<file path="config.mk">
export PLATFORM = sky130hd
export DESIGN_NAME = rfsup_top
export DESIGN_NICKNAME = d
export VERILOG_FILES = /design/src/rtl/rfsup_pkg.sv /design/src/rtl/rfsup_top.sv
export SDC_FILE = /design/constraint.sdc
export NUM_CORES = 1
export LEC_CHECK = 0
export BUFFER_PORTS_ARGS = -buffer_cell sky130_fd_sc_hd__buf_2
export CAP_MARGIN = 20
export CORE_ASPECT_RATIO = 1.4
export CORE_MARGIN = 10
export CORE_UTILIZATION = 40
export DETAILED_ROUTE_END_ITERATION = 10
export GPL_TIMING_DRIVEN = 0
export HOLD_SLACK_MARGIN = 0.05
export PLACE_DENSITY_LB_ADDON = 0.1
export SLEW_MARGIN = 20
export SYNTH_ARGS = -nofsm -noshare
export SYNTH_HDL_FRONTEND = slang
export SYNTH_SLANG_ARGS = --single-unit
</file>
<file path="constraint.sdc">
create_clock -name sys_clk -period 3.3 [get_ports sys_clk]
set_clock_uncertainty 0.1 [all_clocks]
set_input_delay 0 -clock sys_clk [delete_from_list [all_inputs] [get_ports sys_clk]]
set_output_delay 0 -clock sys_clk [all_outputs]
set_load 0.005 [all_outputs]
</file>
<file path="src/rtl/rfsup_pkg.sv">
// Constants and carrier types for the regulator fault supervisor
package rfsup_pkg;
	// -----------------------------------------------------------------
	// Clock and times
	// -----------------------------------------------------------------
	localparam int CLK_NS       = 50;
	localparam int UV_FILT_NS   = 4000;   // Least window, rounded up
	localparam int OV_FILT_NS   = 128000;
	localparam int OC_FILT_NS   = 1000;
	localparam int IRQ_LONG_NS  = 100000;
	localparam int IRQ_SHORT_NS = 25000;
	localparam int IRQ_GAP_NS   = 1000;
	localparam int WAKE_NS      = 60000;
	localparam int MUX_RDY_NS   = 10000;  // Longest, rounded down
	localparam int CW           = 12;
	localparam logic [CW-1:0] UV_CYC  = CW'((UV_FILT_NS + CLK_NS - 1) / CLK_NS);
	localparam logic [CW-1:0] OV_CYC  = CW'((OV_FILT_NS + CLK_NS - 1) / CLK_NS);
	localparam logic [CW-1:0] OC_CYC  = CW'((OC_FILT_NS + CLK_NS - 1) / CLK_NS);
	localparam logic [CW-1:0] IRQ_L_CYC = CW'((IRQ_LONG_NS + CLK_NS - 1) / CLK_NS);
	localparam logic [CW-1:0] IRQ_S_CYC = CW'((IRQ_SHORT_NS + CLK_NS - 1) / CLK_NS);
	localparam logic [CW-1:0] GAP_CYC = CW'((IRQ_GAP_NS + CLK_NS - 1) / CLK_NS);
	localparam logic [CW-1:0] WAKE_CYC = CW'((WAKE_NS + CLK_NS - 1) / CLK_NS);
	localparam logic [CW-1:0] MUX_CYC = CW'(MUX_RDY_NS / CLK_NS);
	localparam logic [2:0]    TOPO_CYC = 3'h4;

	// -----------------------------------------------------------------
	// Register map (byte addresses)
	// -----------------------------------------------------------------
	localparam logic [3:0] CTRL_OFS  = 4'h0;
	localparam logic [3:0] DIAG_OFS  = 4'h4;
	localparam logic [3:0] STATE_OFS = 4'h8;
	// Control fields
	localparam int C_EN      = 0;  // [2:0] core, aref, aux enables
	localparam int C_EXTPASS = 3;
	localparam int C_IRQLONG = 4;
	localparam int C_IRQEN   = 5;
	localparam int C_SC      = 6;  // [8:6] safety critical
	localparam int C_MUX     = 9;  // [11:9] mux source
	localparam logic [11:0] CTRL_RST = 12'h037;
	// Diagnostic fields
	localparam int D_BATT = 8;
	localparam int D_WAKE = 9;
	// State fields
	localparam int S_BATT = 8;
	localparam int S_TOPO = 9;
	localparam int S_MRDY = 10;
	localparam int S_IO   = 11;

	// -----------------------------------------------------------------
	// Types
	// -----------------------------------------------------------------
	typedef struct packed {
		logic       oc_aux;
		logic       oc_aref;
		logic [2:0] ov;  // aux, aref, core
		logic [2:0] uv;  // aux, aref, core
	} rfsup_det_t;

	typedef enum logic [2:0] {
		IRQ_IDLE  = 3'b001,
		IRQ_PULSE = 3'b010,
		IRQ_GAP   = 3'b100
	} rfsup_irq_t;
endpackage : rfsup_pkg

</file>
<file path="src/rtl/rfsup_top.sv">
// Regulator fault supervisor: filters, supply control, diagnostics, irq
//
// Decided for this implementation: the Avalon-MM slave port and the address map.
`timescale 1ns/1ps
module rfsup_top (
	// Clock and reset
	input  wire logic                sys_clk,
	input  wire logic                rst,
	// Avalon-MM slave
	input  wire logic [3:0]          avs_address,
	input  wire logic                avs_read,
	input  wire logic                avs_write,
	input  wire logic [31:0]         avs_writedata,
	input  wire logic [3:0]          avs_byteenable,
	output logic      [31:0]         avs_readdata,
	output logic                     avs_waitrequest,
	// Analog detectors, asynchronous
	input  wire rfsup_pkg::rfsup_det_t det_raw,
	input  wire logic                batt_low_raw,
	input  wire logic                low_side_gate,
	input  wire logic [5:0]          io_in,
	// Regulator and pin controls
	output logic                     pre_regulator_en,
	output logic                     buck_boost_mode,
	output logic                     core_supply_en,
	output logic                     analog_ref_supply_en,
	output logic                     aux_supply_en,
	output logic [2:0]               analog_mux_sel,
	output logic                     analog_mux_ready,
	output logic                     batt_warn,
	output logic                     wake_req,
	output logic                     irq_pulse_n,
	output logic                     reset_out_n,
	output logic                     failsafe_out_n
);
	// -----------------------------------------------------------------
	// Input synchronisers
	// -----------------------------------------------------------------
	localparam int NS = 16;
	logic [NS-1:0] sync1_ff;
	logic [NS-1:0] sync2_ff;
	logic [7:0]    det_s;
	logic          batt_s;
	logic          lsg_s;
	logic [5:0]    io_s;

	// Two stages; only the second is read
	always_ff @(posedge sys_clk) begin
		if (rst) begin
			sync1_ff <= '0;
			sync2_ff <= '0;
		end else begin
			sync1_ff <= {io_in, low_side_gate, batt_low_raw, det_raw};
			sync2_ff <= sync1_ff;
		end
	end
	assign det_s  = sync2_ff[7:0];
	assign batt_s = sync2_ff[8];
	assign lsg_s  = sync2_ff[9];
	assign io_s   = sync2_ff[15:10];

	// -----------------------------------------------------------------
	// Detector filters
	// -----------------------------------------------------------------
	logic [7:0] flt;
	logic [7:0] flt_d_ff;
	logic [7:0] flt_rise;

	for (genvar g = 0; g < 8; g++) begin : g_flt
		localparam logic [rfsup_pkg::CW-1:0] THR = (g < 3) ? rfsup_pkg::UV_CYC :
			(g < 6) ? rfsup_pkg::OV_CYC : rfsup_pkg::OC_CYC;
		logic [rfsup_pkg::CW-1:0] cnt_ff;
		logic                     hit_ff;
		// Any gap in the raw level starts the window over
		always_ff @(posedge sys_clk) begin
			if (rst || !det_s[g]) begin
				cnt_ff <= '0;
				hit_ff <= 1'b0;
			end else if (cnt_ff == THR - 1'b1) begin
				hit_ff <= 1'b1;
			end else begin
				cnt_ff <= cnt_ff + 1'b1;
			end
		end
		assign flt[g] = hit_ff;
	end

	// Edge of each filtered flag, used as a one-shot event
	always_ff @(posedge sys_clk) begin
		if (rst) begin
			flt_d_ff <= '0;
		end else begin
			flt_d_ff <= flt;
		end
	end
	assign flt_rise = flt & ~flt_d_ff;

	// -----------------------------------------------------------------
	// Wake-up deglitch and battery warning
	// -----------------------------------------------------------------
	logic [5:0] io_ack;
	logic [5:0] wake_ev;
	logic       batt_ff;
	logic       batt_rise;

	for (genvar w = 0; w < 6; w++) begin : g_wake
		logic [rfsup_pkg::CW-1:0] cnt_ff;
		logic                     lvl_ff;
		logic                     ev_ff;
		// New level must hold the full deglitch time to count
		always_ff @(posedge sys_clk) begin
			if (rst) begin
				cnt_ff <= '0;
				lvl_ff <= 1'b0;
				ev_ff  <= 1'b0;
			end else if (io_s[w] == lvl_ff) begin
				cnt_ff <= '0;
				ev_ff  <= 1'b0;
			end else if (cnt_ff == rfsup_pkg::WAKE_CYC - 1'b1) begin
				cnt_ff <= '0;
				lvl_ff <= io_s[w];
				ev_ff  <= 1'b1;
			end else begin
				cnt_ff <= cnt_ff + 1'b1;
				ev_ff  <= 1'b0;
			end
		end
		assign io_ack[w]  = lvl_ff;
		assign wake_ev[w] = ev_ff;
	end

	// Comparator level is already debounced in the analog front end
	always_ff @(posedge sys_clk) begin
		if (rst) begin
			batt_ff <= 1'b0;
		end else begin
			batt_ff <= batt_s;
		end
	end
	assign batt_rise = batt_s & ~batt_ff;

	// -----------------------------------------------------------------
	// Register bus
	// -----------------------------------------------------------------
	logic        req;
	logic        acc;
	logic        wr_ctrl;
	logic        wr_diag;
	logic [11:0] ctrl_ff;
	logic [11:0] nxt_ctrl;
	logic [9:0]  diag_ff;
	logic [9:0]  diag_set;
	logic [9:0]  diag_clr;
	logic [31:0] rd_mux;
	logic [2:0]  en_ff;
	logic        wait_ff;
	logic [31:0] rdata_ff;

	assign req     = avs_read | avs_write;
	assign acc     = req & ~wait_ff; // Edge where the master sees the answer
	assign wr_ctrl = acc & avs_write & (avs_address == rfsup_pkg::CTRL_OFS);
	assign wr_diag = acc & avs_write & (avs_address == rfsup_pkg::DIAG_OFS);

	// One wait cycle per access; readdata loaded with the release
	always_ff @(posedge sys_clk) begin
		if (rst) begin
			wait_ff  <= 1'b1;
			rdata_ff <= '0;
		end else begin
			wait_ff <= ~(req & wait_ff);
			if (req & wait_ff & avs_read) begin
				rdata_ff <= rd_mux;
			end
		end
	end

	// Read decode; unmapped words read as zero
	always_comb begin
		rd_mux = '0;
		unique case (avs_address)
			rfsup_pkg::CTRL_OFS:  rd_mux = {20'h00000, ctrl_ff[11:3], en_ff};
			rfsup_pkg::DIAG_OFS:  rd_mux = {22'h0, diag_ff};
			rfsup_pkg::STATE_OFS: rd_mux = {15'h0, io_ack, analog_mux_ready,
				buck_boost_mode, batt_ff, flt};
			default:              rd_mux = '0;
		endcase
	end

	// Byte-lane merge of control writes
	always_comb begin
		nxt_ctrl = ctrl_ff;
		nxt_ctrl[2:0] = en_ff;
		if (avs_byteenable[0]) begin
			nxt_ctrl[7:0] = avs_writedata[7:0];
		end
		if (avs_byteenable[1]) begin
			nxt_ctrl[11:8] = avs_writedata[11:8];
		end
	end

	// Configuration fields other than the enables
	always_ff @(posedge sys_clk) begin
		if (rst) begin
			ctrl_ff <= rfsup_pkg::CTRL_RST;
		end else if (wr_ctrl) begin
			ctrl_ff <= nxt_ctrl;
		end
	end

	// -----------------------------------------------------------------
	// Supply enables
	// -----------------------------------------------------------------
	logic [2:0] off_ev;

	// Overcurrent only trips aref when it drives the external pass device
	assign off_ev[0] = flt[3];
	assign off_ev[1] = flt[4] | (flt[6] & ctrl_ff[rfsup_pkg::C_EXTPASS]);
	assign off_ev[2] = flt[5] | flt[7];

	// Fault beats a same-cycle turn-on, so a live fault cannot be forced on
	always_ff @(posedge sys_clk) begin
		if (rst) begin
			en_ff <= 3'h7;
		end else begin
			for (int i = 0; i < 3; i++) begin
				if (off_ev[i]) begin
					en_ff[i] <= 1'b0;
				end else if (wr_ctrl && avs_byteenable[0]) begin
					en_ff[i] <= avs_writedata[i];
				end
			end
		end
	end

	// -----------------------------------------------------------------
	// Diagnostics, sticky, write one to clear; set wins
	// -----------------------------------------------------------------
	assign diag_set = {|wake_ev, batt_rise, flt_rise};
	assign diag_clr = (wr_diag && avs_byteenable[0]) ?
		{avs_byteenable[1] ? avs_writedata[9:8] : 2'h0, avs_writedata[7:0]} : 10'h000;

	always_ff @(posedge sys_clk) begin
		if (rst) begin
			diag_ff <= '0;
		end else begin
			diag_ff <= (diag_ff & ~diag_clr) | diag_set;
		end
	end

	// -----------------------------------------------------------------
	// Interrupt pulse generator
	// -----------------------------------------------------------------
	rfsup_pkg::rfsup_irq_t irq_st_ff;
	logic [rfsup_pkg::CW-1:0] irq_cnt_ff;
	logic                     irq_pend_ff;
	logic                     irq_ev;
	logic                     irq_n_ff;

	// Wake events are logged but only supply and battery events interrupt
	assign irq_ev = |{batt_rise, flt_rise};

	// Events during a pulse are merged into one further pulse
	always_ff @(posedge sys_clk) begin
		if (rst) begin
			irq_pend_ff <= 1'b0;
		end else if (irq_ev && ctrl_ff[rfsup_pkg::C_IRQEN]) begin
			irq_pend_ff <= 1'b1;
		end else if (irq_st_ff == rfsup_pkg::IRQ_IDLE) begin
			irq_pend_ff <= 1'b0;
		end
	end

	// Low pulse, then a short high gap so pulses stay separable
	always_ff @(posedge sys_clk) begin
		if (rst) begin
			irq_st_ff  <= rfsup_pkg::IRQ_IDLE;
			irq_cnt_ff <= '0;
			irq_n_ff   <= 1'b1;
		end else begin
			unique case (irq_st_ff)
				rfsup_pkg::IRQ_IDLE: begin
					if (irq_pend_ff) begin
						irq_st_ff  <= rfsup_pkg::IRQ_PULSE;
						irq_n_ff   <= 1'b0;
						irq_cnt_ff <= ctrl_ff[rfsup_pkg::C_IRQLONG] ?
							rfsup_pkg::IRQ_L_CYC : rfsup_pkg::IRQ_S_CYC;
					end
				end
				rfsup_pkg::IRQ_PULSE: begin
					if (irq_cnt_ff == 12'h001) begin
						irq_st_ff  <= rfsup_pkg::IRQ_GAP;
						irq_n_ff   <= 1'b1;
						irq_cnt_ff <= rfsup_pkg::GAP_CYC;
					end else begin
						irq_cnt_ff <= irq_cnt_ff - 1'b1;
					end
				end
				rfsup_pkg::IRQ_GAP: begin
					if (irq_cnt_ff == 12'h001) begin
						irq_st_ff <= rfsup_pkg::IRQ_IDLE;
					end else begin
						irq_cnt_ff <= irq_cnt_ff - 1'b1;
					end
				end
				default: begin
					irq_st_ff <= rfsup_pkg::IRQ_IDLE;
					irq_n_ff  <= 1'b1;
				end
			endcase
		end
	end

	// -----------------------------------------------------------------
	// Safety outputs, mux settling, topology
	// -----------------------------------------------------------------
	logic [2:0] sc_flt;
	logic       rst_n_ff;
	logic       fs_n_ff;
	logic [rfsup_pkg::CW-1:0] mux_cnt_ff;
	logic       mux_rdy_ff;
	logic [2:0] topo_cnt_ff;
	logic       topo_ff;

	// Undervoltage or overvoltage of a safety-critical supply pulls both lines low; overcurrent does not
	assign sc_flt = (flt[2:0] | flt[5:3]) & ctrl_ff[8:6];

	always_ff @(posedge sys_clk) begin
		if (rst) begin
			rst_n_ff <= 1'b1;
			fs_n_ff  <= 1'b1;
		end else begin
			rst_n_ff <= ~|sc_flt;
			fs_n_ff  <= ~|sc_flt;
		end
	end

	// Ready drops on a new source and returns inside the settling limit
	always_ff @(posedge sys_clk) begin
		if (rst) begin
			mux_cnt_ff <= '0;
			mux_rdy_ff <= 1'b1;
		end else if (wr_ctrl && avs_byteenable[1] &&
				avs_writedata[11:9] != ctrl_ff[11:9]) begin
			mux_cnt_ff <= rfsup_pkg::MUX_CYC - 1'b1;
			mux_rdy_ff <= 1'b0;
		end else if (mux_cnt_ff != '0) begin
			mux_cnt_ff <= mux_cnt_ff - 1'b1;
		end else begin
			mux_rdy_ff <= 1'b1;
		end
	end

	// Gate pin sampled once, after the synchroniser has settled
	always_ff @(posedge sys_clk) begin
		if (rst) begin
			topo_cnt_ff <= '0;
			topo_ff     <= 1'b0;
		end else if (topo_cnt_ff != rfsup_pkg::TOPO_CYC) begin
			topo_cnt_ff <= topo_cnt_ff + 1'b1;
			if (topo_cnt_ff == rfsup_pkg::TOPO_CYC - 1'b1) begin
				topo_ff <= lsg_s;
			end
		end
	end

	// -----------------------------------------------------------------
	// Outputs
	// -----------------------------------------------------------------
	logic pre_en_ff;
	logic wake_ff;

	always_ff @(posedge sys_clk) begin
		if (rst) begin
			pre_en_ff <= 1'b1;
			wake_ff   <= 1'b0;
		end else begin
			pre_en_ff <= 1'b1;
			wake_ff   <= diag_ff[rfsup_pkg::D_WAKE];
		end
	end

	assign avs_readdata         = rdata_ff;
	assign avs_waitrequest      = wait_ff;
	assign pre_regulator_en     = pre_en_ff;
	assign buck_boost_mode      = topo_ff;
	assign core_supply_en       = en_ff[0];
	assign analog_ref_supply_en = en_ff[1];
	assign aux_supply_en        = en_ff[2];
	assign analog_mux_sel       = ctrl_ff[11:9];
	assign analog_mux_ready     = mux_rdy_ff;
	assign batt_warn            = batt_ff;
	assign wake_req             = wake_ff;
	assign irq_pulse_n          = irq_n_ff;
	assign reset_out_n          = rst_n_ff;
	assign failsafe_out_n       = fs_n_ff;
endmodule : rfsup_top

</file>
Yosys cells after proc, flatten, opt, wreduce, memory -nomap -nowiden
Cells that the tools add are included.
Word-level totals
  logic and storage cells: 227
  register bits after elaboration: 320
  output and inout bits: 47
Operators by class
  mux-type cells: 33
  eq/ne operators: 34
  reductions and logical operators: 58
  bitwise operators: 28
  $add $sub $neg: 17
Operators with widths (count)
  12-bit by 1-bit adder with 12-bit output (second input constant): 14
  12-bit by 11-bit == test with 1-bit output (second input constant): 6
  17-bit case mux with 3 select lines: 1
  12-bit == test (second input constant): 3
  12-bit by 7-bit == test with 1-bit output (second input constant): 3
  12-bit two-way mux: 3
  12-bit case mux with 3 select lines: 1
  12-bit by 5-bit == test with 1-bit output (second input constant): 2
  12-bit by 1-bit subtractor with 12-bit output (second input constant): 2
  3-bit OR reduction: 7
  1-bit two-way mux: 18
  2-bit AND reduction: 9
  8-bit two-way mux: 2
  2-bit OR reduction: 7
  12-bit by 1-bit == test with 1-bit output (second input constant): 1
  12-bit nonzero test: 1
  11-bit two-way mux: 1
  10-bit AND: 1
  10-bit two-way mux: 1
  2-bit != test (second input constant): 5
  1-bit NOT: 10
  10-bit NOT: 1
  10-bit OR: 1
  2-bit nonzero test: 5
  other kinds (27): 65

Logic depth before layout (Yosys ltp)
Gate-level depths: netlist (run 1).
  depth in word-level cells: 9
  depth in mapped cells: 8

Least setup slack after synthesis (run 1)
No wires, ideal clock.
  kind: flip-flop to flip-flop
  start point: register g_flt[4].cnt_ff[0] (netlist bit)
  end point: register g_flt[4].cnt_ff[3] (netlist bit)
  setup time: 128 ps
  data required time: 3072 ps
  buffers on the path: 1
  arrival time: 1663 ps
  slack: 1409 ps
  stages on the path, launching flop included: 8
  cell sequence: dfxtp_1 > ha_1 > nand3_1 > or4b_1 > clkbuf_1 > nand4_1 > xor2_1 > nor2_1
Between the ends
  longest elaborated chain between the ends: 1
  elaborated cells between the ends (all ways): 2
RTL lines
  start: declaration: RTL line rfsup_top.sv:72  | logic [rfsup_pkg::CW-1:0] cnt_ff;
  start signal: assignment: RTL line rfsup_top.sv:82  | cnt_ff <= cnt_ff + 1'b1;
  12-bit by 1-bit adder with 12-bit output or 12-bit == test (tied branches): RTL line rfsup_top.sv:82, rfsup_top.sv:79
Several ways; a longest one is shown, not always the timed one.
A chain may end at the register's enable or synchronous reset.

Final worst setup path (run 1)
  start point: input port rst
  end point: register wait_ff, in the netlist avs_waitrequest
RTL lines
  start: declaration: RTL line rfsup_top.sv:8  | input wire logic rst,
  end signal: assignment: RTL line rfsup_top.sv:170  | wait_ff <= ~(req & wait_ff);
  end: declaration: RTL line rfsup_top.sv:156  | logic wait_ff;
No word-level cell between the ends.

==> flow_summary.toml, run 1 <==
[power]
seq_power_share = 0.473
intPower_w = 0.00633
totalPowerFinal_w = 0.00822
p_leak_nw = 5.47
combPwrFrac = 0.080
p_sw_frac = 0.230
power.switching_w = 0.00189
p_per_area_nw_per_um2 = 546
clkPwrFrac = 0.448
ir_drop_mv = 0.384

[critical_path]
reg2regPathDepth = 6
crit_buf_inv = 6
r2r_start = "irq_cnt_ff[2]$_SDFFE_PP0P_"
arrival_ns = 2.90
crit_chain = "dlygate4sd3_1, buf_2, inv_2, buf_1, buf_1, o211ai_1, dlygate4sd3_1"
r2r_slack_ns = 1.21
end_kind = "flop"
worst_ep_required_time_ns = 3.66
startpoint_type = "input port"
worst-setup-path-type = "in2reg"
path_max_fanout = 10
cp_slowest_stage_delay_ns = 0.65
r2r-end = "irq_cnt_ff[10]$_SDFFE_PP0P_"
path_delay_family = "buffers and inverters"
cp_slowest_cell = "buf_1"

[layout]
fillers = 2994
final_cell_mix = "dfxtp_1 (305), nor2_1 (260), nand2_1 (101), xor2_1 (91), buf_2 (74)"
drive_above_1_share = 0.103
fin_area_sq_um = 15100
antenna_cells = 0
area_growth_pct = 19.3
final_common_cell = "dfxtp_1"
num-nets-final = 1648
fin_cells = 1980

[clock_network]
clockBufferDepth = 3
cts_max_level = 1
clkLatencyLatePin_ns = 0.57
cts_resized = 0
cts.sinks = 305
cts.clk_slew.worst_paths_ns = 0.06
cts_tree = "built"
cts_root_buf = "clkbuf_16"
numCtsBuffers = 31
cts_setup_buffers = 0
cts_hold_buf = 47

[grt]
grt_first_pass_wirelength_um = 47500
grt_pass1_vias = 9466
grtUsageTotal = 0.144
antenna_found_initial = 0
grt_max_degree = 16
grt_overflow = 0

[routing]
wl_per_cell_um = 14.5
ant_nets = 0
drt_drc_violations_left = 0
dr.first_iter.drc_count = 538
wl_um = 28600
num_vias = 9756
dr.pass1.iters = 5
vias_per_cell = 4.93

[synth]
syn_avg_cell_area_sq_um = 8.98
yosys_warnings = 0
synth_edf_count = 0
syn_inst = 1405
ys_seq_area_frac = 0.484
synth_area_sq_um = 12600
ys.flop_type = "dfxtp_1"
yosys.cell_types.count = 69
ys_ff_latch = 305
synthArstFlopShare = 0

[timing]
hold_viol = 0
finalMaxSlewViolations = 0
setup_ws_ns = 0.759
tns_ns = 0
maxClockFrequency_mhz = 394
grt_setup_unrepaired = "false"
worstMarginPinSlew_ns = 0.826
setup_viol = 0
period_share = 0.770
min_period_ns = 2.54
relSlewSlack = 0.448

[place]
placed_cells = 1877
io_buffers = 68
place_area_sq_um = 13500
pre_cts_slack_ns = 1.15
dp_hpwl_um = 20100
place_congestion = 0.820

[floorplanning]
die_y_um = 230
die_x_um = 170
io_pins = 107
start_util = 0.407
row_count = 76
core_area_sq_um = 31000
die_area_sq_um = 39100

[job]
max_cap_viol_count = 0

[min_path]
whs_path_depth = 5
holdPathEnd = "ctrl_ff[6]$_SDFFE_PP0P_"
hp-class = "in2reg"
min-delay-start = "avs_write"

[run_status]
run_status = "completed"
sequential cells by signal (all words and copies together), names as in the netlist, 9 cells and up:
name and flops:
sync1_ff 16, irq_cnt_ff 12, diag_ff 10, g_flt.cnt_ff 96
avs_readdata 17, g_wake.cnt_ff 72, ctrl_ff 9, sync2_ff 16
mux_cnt_ff 12
cell families after synthesis:
logic type                 Yosys count  synth area share
AOI/OAI and AO/OA                  128            0.0652
xor gates and xnor gates           158             0.110
adders and majority gates           21            0.0208
buffers and inverters               97            0.0360
DFF                                305             0.484
muxes                               25            0.0198
other                                2          0.000595
and+or+nand+nor                    669             0.264
per-stage QoR:
step / hold WS [ns] / util
after floorplan: 0.0159 / -
after global placement: 0.106 / 0.435
after detailed placement: 0.113 / 0.435
after CTS: 0.0527 / 0.485
after global routing: 0.0756 / 0.486
final: 0.0768 / 0.486
power by group through the flow:
stage                     clock network (W)  registers (W)  logic [W]
after CTS                           0.00380        0.00389   0.000661
after global placement                    0        0.00397   0.000606
final                               0.00368        0.00389   0.000655
after detailed placement                  0        0.00397   0.000620
after floorplan                           0        0.00395   0.000473
after global routing                0.00393        0.00390   0.000742
cells in the mapped netlist (4+ instances only):
master | instances | share of area
dfxtp_1 | 305 | 0.48
nor2_1 | 260 | 0.077
nand2_1 | 101 | 0.030
xor2_1 | 91 | 0.063
nand3_1 | 71 | 0.028
a21oi_1 | 67 | 0.027
xnor2_1 | 67 | 0.047
nor2b_1 | 41 | 0.020
clkbuf_1 | 38 | 0.011
nor3_1 | 37 | 0.015
nand4_1 | 35 | 0.017
and3_1 | 29 | 0.014
inv_1 | 27 | 0.0080
mux2i_1 | 25 | 0.020
ha_1 | 21 | 0.021
buf_4 | 20 | 0.012
nand2b_1 | 13 | 0.0064
nor4_1 | 11 | 0.0055
a222oi_1 | 10 | 0.0079
and4_1 | 8 | 0.0056
o21ai_0 | 8 | 0.0032
o21ai_1 | 8 | 0.0032
nand4b_1 | 7 | 0.0049
and4b_1 | 6 | 0.0048
buf_2 | 6 | 0.0024
and2_1 | 5 | 0.0025
nand3b_1 | 5 | 0.0030
nor3b_1 | 5 | 0.0030
nor4b_1 | 5 | 0.0035
or2_1 | 5 | 0.0025
buf_1 | 4 | 0.0012
nor4b_2 | 4 | 0.0048
o31ai_1 | 4 | 0.0024
worst max-delay path by stage:
| stage | start | end | slack, ns | cells past startpoint |
|---|---|---|---|---|
| after detailed placement | ctrl_ff[11]$_SDFFE_PP0P_ | mux_cnt_ff[11]$_SDFFE_PP0P_ | 1.15 | 4 |
| after global routing | rst | avs_waitrequest$_SDFF_PP1_ | 0.62 | 7 |
| final | rst | avs_waitrequest$_SDFF_PP1_ | 0.76 | 7 |
| after global placement | ctrl_ff[11]$_SDFFE_PP0P_ | mux_cnt_ff[11]$_SDFFE_PP0P_ | 1.15 | 4 |
| after floorplan | g_flt[4].cnt_ff[0]$_SDFFE_PP0P_ | g_flt[4].cnt_ff[3]$_SDFFE_PP0P_ | 1.41 | 7 |
| after CTS | rst | avs_waitrequest$_SDFF_PP1_ | 0.73 | 7 |
routing by layer:
layer | up-vias | global-route usage | wire length, um
met5 | - | 0 | 0
met4 | 0 | 0.0445 | 532
met3 | 40 | 0.0238 | 1240
met2 | 132 | 0.250 | 13900
met1 | 4514 | 0.178 | 12900
li1 | 5070 | - | -
worst register-to-register path, cell delays in order, from the launching register on:
cell	delay, ns
dfxtp_1	0.38
nor4_4	0.51
nand3_2	0.16
buf_6	0.19
o21a_1	0.31
a21oi_1	0.22
nor4_2	0.07
layout make-up:
type                       count  area, sq um  share of cell area
buffer                        69          349              0.0232
clock buffer                  46          922              0.0613
clock inverter                10          159              0.0106
inverter                      28          105             0.00698
multi-input combinational   1017         6110               0.406
sequential                   305         6110               0.406
tap                          390          488              0.0324
timing repair buffer         115          811              0.0539
(Power assumes the default switching activity.)
==> run 2, diff against run 1 <==
==> constraint.sdc (replaced) <==
create_clock -name sys_clk -period 2 [get_ports sys_clk]
set_clock_uncertainty 0.1 [all_clocks]
set_input_delay 0 -clock sys_clk [delete_from_list [all_inputs] [get_ports sys_clk]]
set_output_delay 0 -clock sys_clk [all_outputs]
set_load 0.005 [all_outputs]
==> flow_summary.toml, run 2 (synthesis gave the netlist of run 1 again) <==
[power]
ir_drop_mv = 0.636
combPwrFrac = 0.081
totalPowerFinal_w = 0.0136
p_leak_nw = 5.57
power.switching_w = 0.00313
clkPwrFrac = 0.446
seq_power_share = 0.473
intPower_w = 0.0105
p_sw_frac = 0.231
p_per_area_nw_per_um2 = 892

[layout]
num-nets-final = 1650
area_growth_pct = 20.8
antenna_cells = 0
final_cell_mix = "dfxtp_1 (302), nor2_1 (260), nand2_1 (101), xor2_1 (91), buf_2 (74)"
finish.utilization = 0.492
drive_above_1_share = 0.118
fillers = 3002
regMostFlops = "g_flt.cnt_ff"
largest_reg_flops = 96
final_common_cell = "dfxtp_1"

[grt]
grt_max_degree = 16
antenna_found_initial = 0
grt_overflow = 0
grt_first_pass_wirelength_um = 47900
grtUsageTotal = 0.146
grt_pass1_vias = 9497

[place]
io_buffers = 68
dp_hpwl_um = 20100
place_congestion = 0.820

[timing]
period_share = 0.949
tns_ns = 0
relSlewSlack = 0.469
finalMaxSlewViolations = 0
maxClockFrequency_mhz = 527
hold_viol = 0
worstMarginPinSlew_ns = 0.797
min_period_ns = 1.90
setup_viol = 0

[clock_network]
cts.clk_slew.worst_paths_ns = 0.06
cts_root_buf = "clkbuf_16"
cts_max_level = 1
numCtsBuffers = 31
cts_tree = "built"
cts.sinks = 305
clockBufferDepth = 3
clkLatencyLatePin_ns = 0.57

[routing]
dr.pass1.iters = 6
wl_per_cell_um = 14.7
ant_nets = 0
dr.first_iter.drc_count = 472
num_vias = 9785
vias_per_cell = 4.94
drt_drc_violations_left = 0
wl_um = 29100

[floorplanning]
die_area_sq_um = 39100
die_y_um = 230
die_x_um = 170
core_area_sq_um = 31000
start_util = 0.407
row_count = 76
io_pins = 107

[min_path]
hp-class = "in2reg"

[critical_path]
worst_ep_required_time_ns = 2.32
worst-setup-path-type = "reg2reg"
arrival_ns = 2.22
startpoint_type = "flop"
end_kind = "flop"
path_max_fanout = 10

[run_status]
run_status = "completed"

[job]
max_cap_viol_count = 0
run 2: power by group through the flow:
stage | Combinational, W | Clock [W] | Sequential (W)
after floorplan | 0.000780 | 0 | 0.00651
after global placement | 0.00100 | 0 | 0.00654
after detailed placement | 0.00102 | 0 | 0.00655
after CTS | 0.00110 | 0.00627 | 0.00641
after global routing | 0.00125 | 0.00648 | 0.00645
final | 0.00110 | 0.00606 | 0.00643
run 2: path summary, 6_finish.rpt:
path	start	endpoint	slack, ns	cells after the start
worst max-delay path	irq_st_ff[0]$_SDFFE_PP1P_	irq_cnt_ff[10]$_SDFFE_PP0P_	0.10	6
worst min-delay path	rst	sync2_ff[4]$_SDFF_PP0_	0.06	3
worst max register to register	irq_st_ff[0]$_SDFFE_PP1P_	irq_cnt_ff[10]$_SDFFE_PP0P_	0.10	6
worst min register to register	sync1_ff[14]$_SDFF_PP0_	sync2_ff[14]$_SDFF_PP0_	0.34	1
run 2: stage by stage:
stage	instance area, sq um	cells	hold slack, ns	setup WS [ns]
after global placement	13500	1877	0.106	-0.150
after floorplan	12700	1419	0.0159	0.109
final	15200	1982	0.0571	0.101
after global routing	15200	1982	0.0659	-0.00592
after detailed placement	13500	1877	0.113	-0.149
after CTS	15100	1979	0.0544	0.000833
run 2: routing by layer:
layer	global-route usage	part of all wire	routed length, um	up-vias
met4	0.0440	0.018	534	0
met1	0.178	0.44	12900	4494
met2	0.255	0.49	14200	175
met5	0	0	0	-
li1	-	-	-	5074
met3	0.0245	0.049	1430	42
run 2: repair_timing:
item,CTS,global route
cloned,0,1
pin swaps,1,7
endpoints found under the hold margin,88,0
setup endpoints to repair,22,94
setup buffers,0,6
gates resized for setup,10,24
hold buffers,50,0
run 2: critical path, stage by stage (launching register included):
cell     delay [ns]
dfxtp_1        0.31
buf_4          0.19
or3b_1         0.43
o32ai_4        0.31
o31ai_4        0.15
nor3_2         0.19
nor4_2         0.06
run 2: final cells by class:
| type | instances | area, sq um | area share |
|---|---|---|---|
| Multi-Input combinational cell | 1017 | 6230 | 0.409 |
| Sequential cell | 305 | 6110 | 0.401 |
| Clock inverter | 10 | 159 | 0.0104 |
| Clock buffer | 46 | 922 | 0.0605 |
| Timing Repair Buffer | 125 | 891 | 0.0585 |
| Tap cell | 390 | 488 | 0.0320 |
| Inverter | 28 | 105 | 0.00690 |
| Buffer | 61 | 329 | 0.0216 |
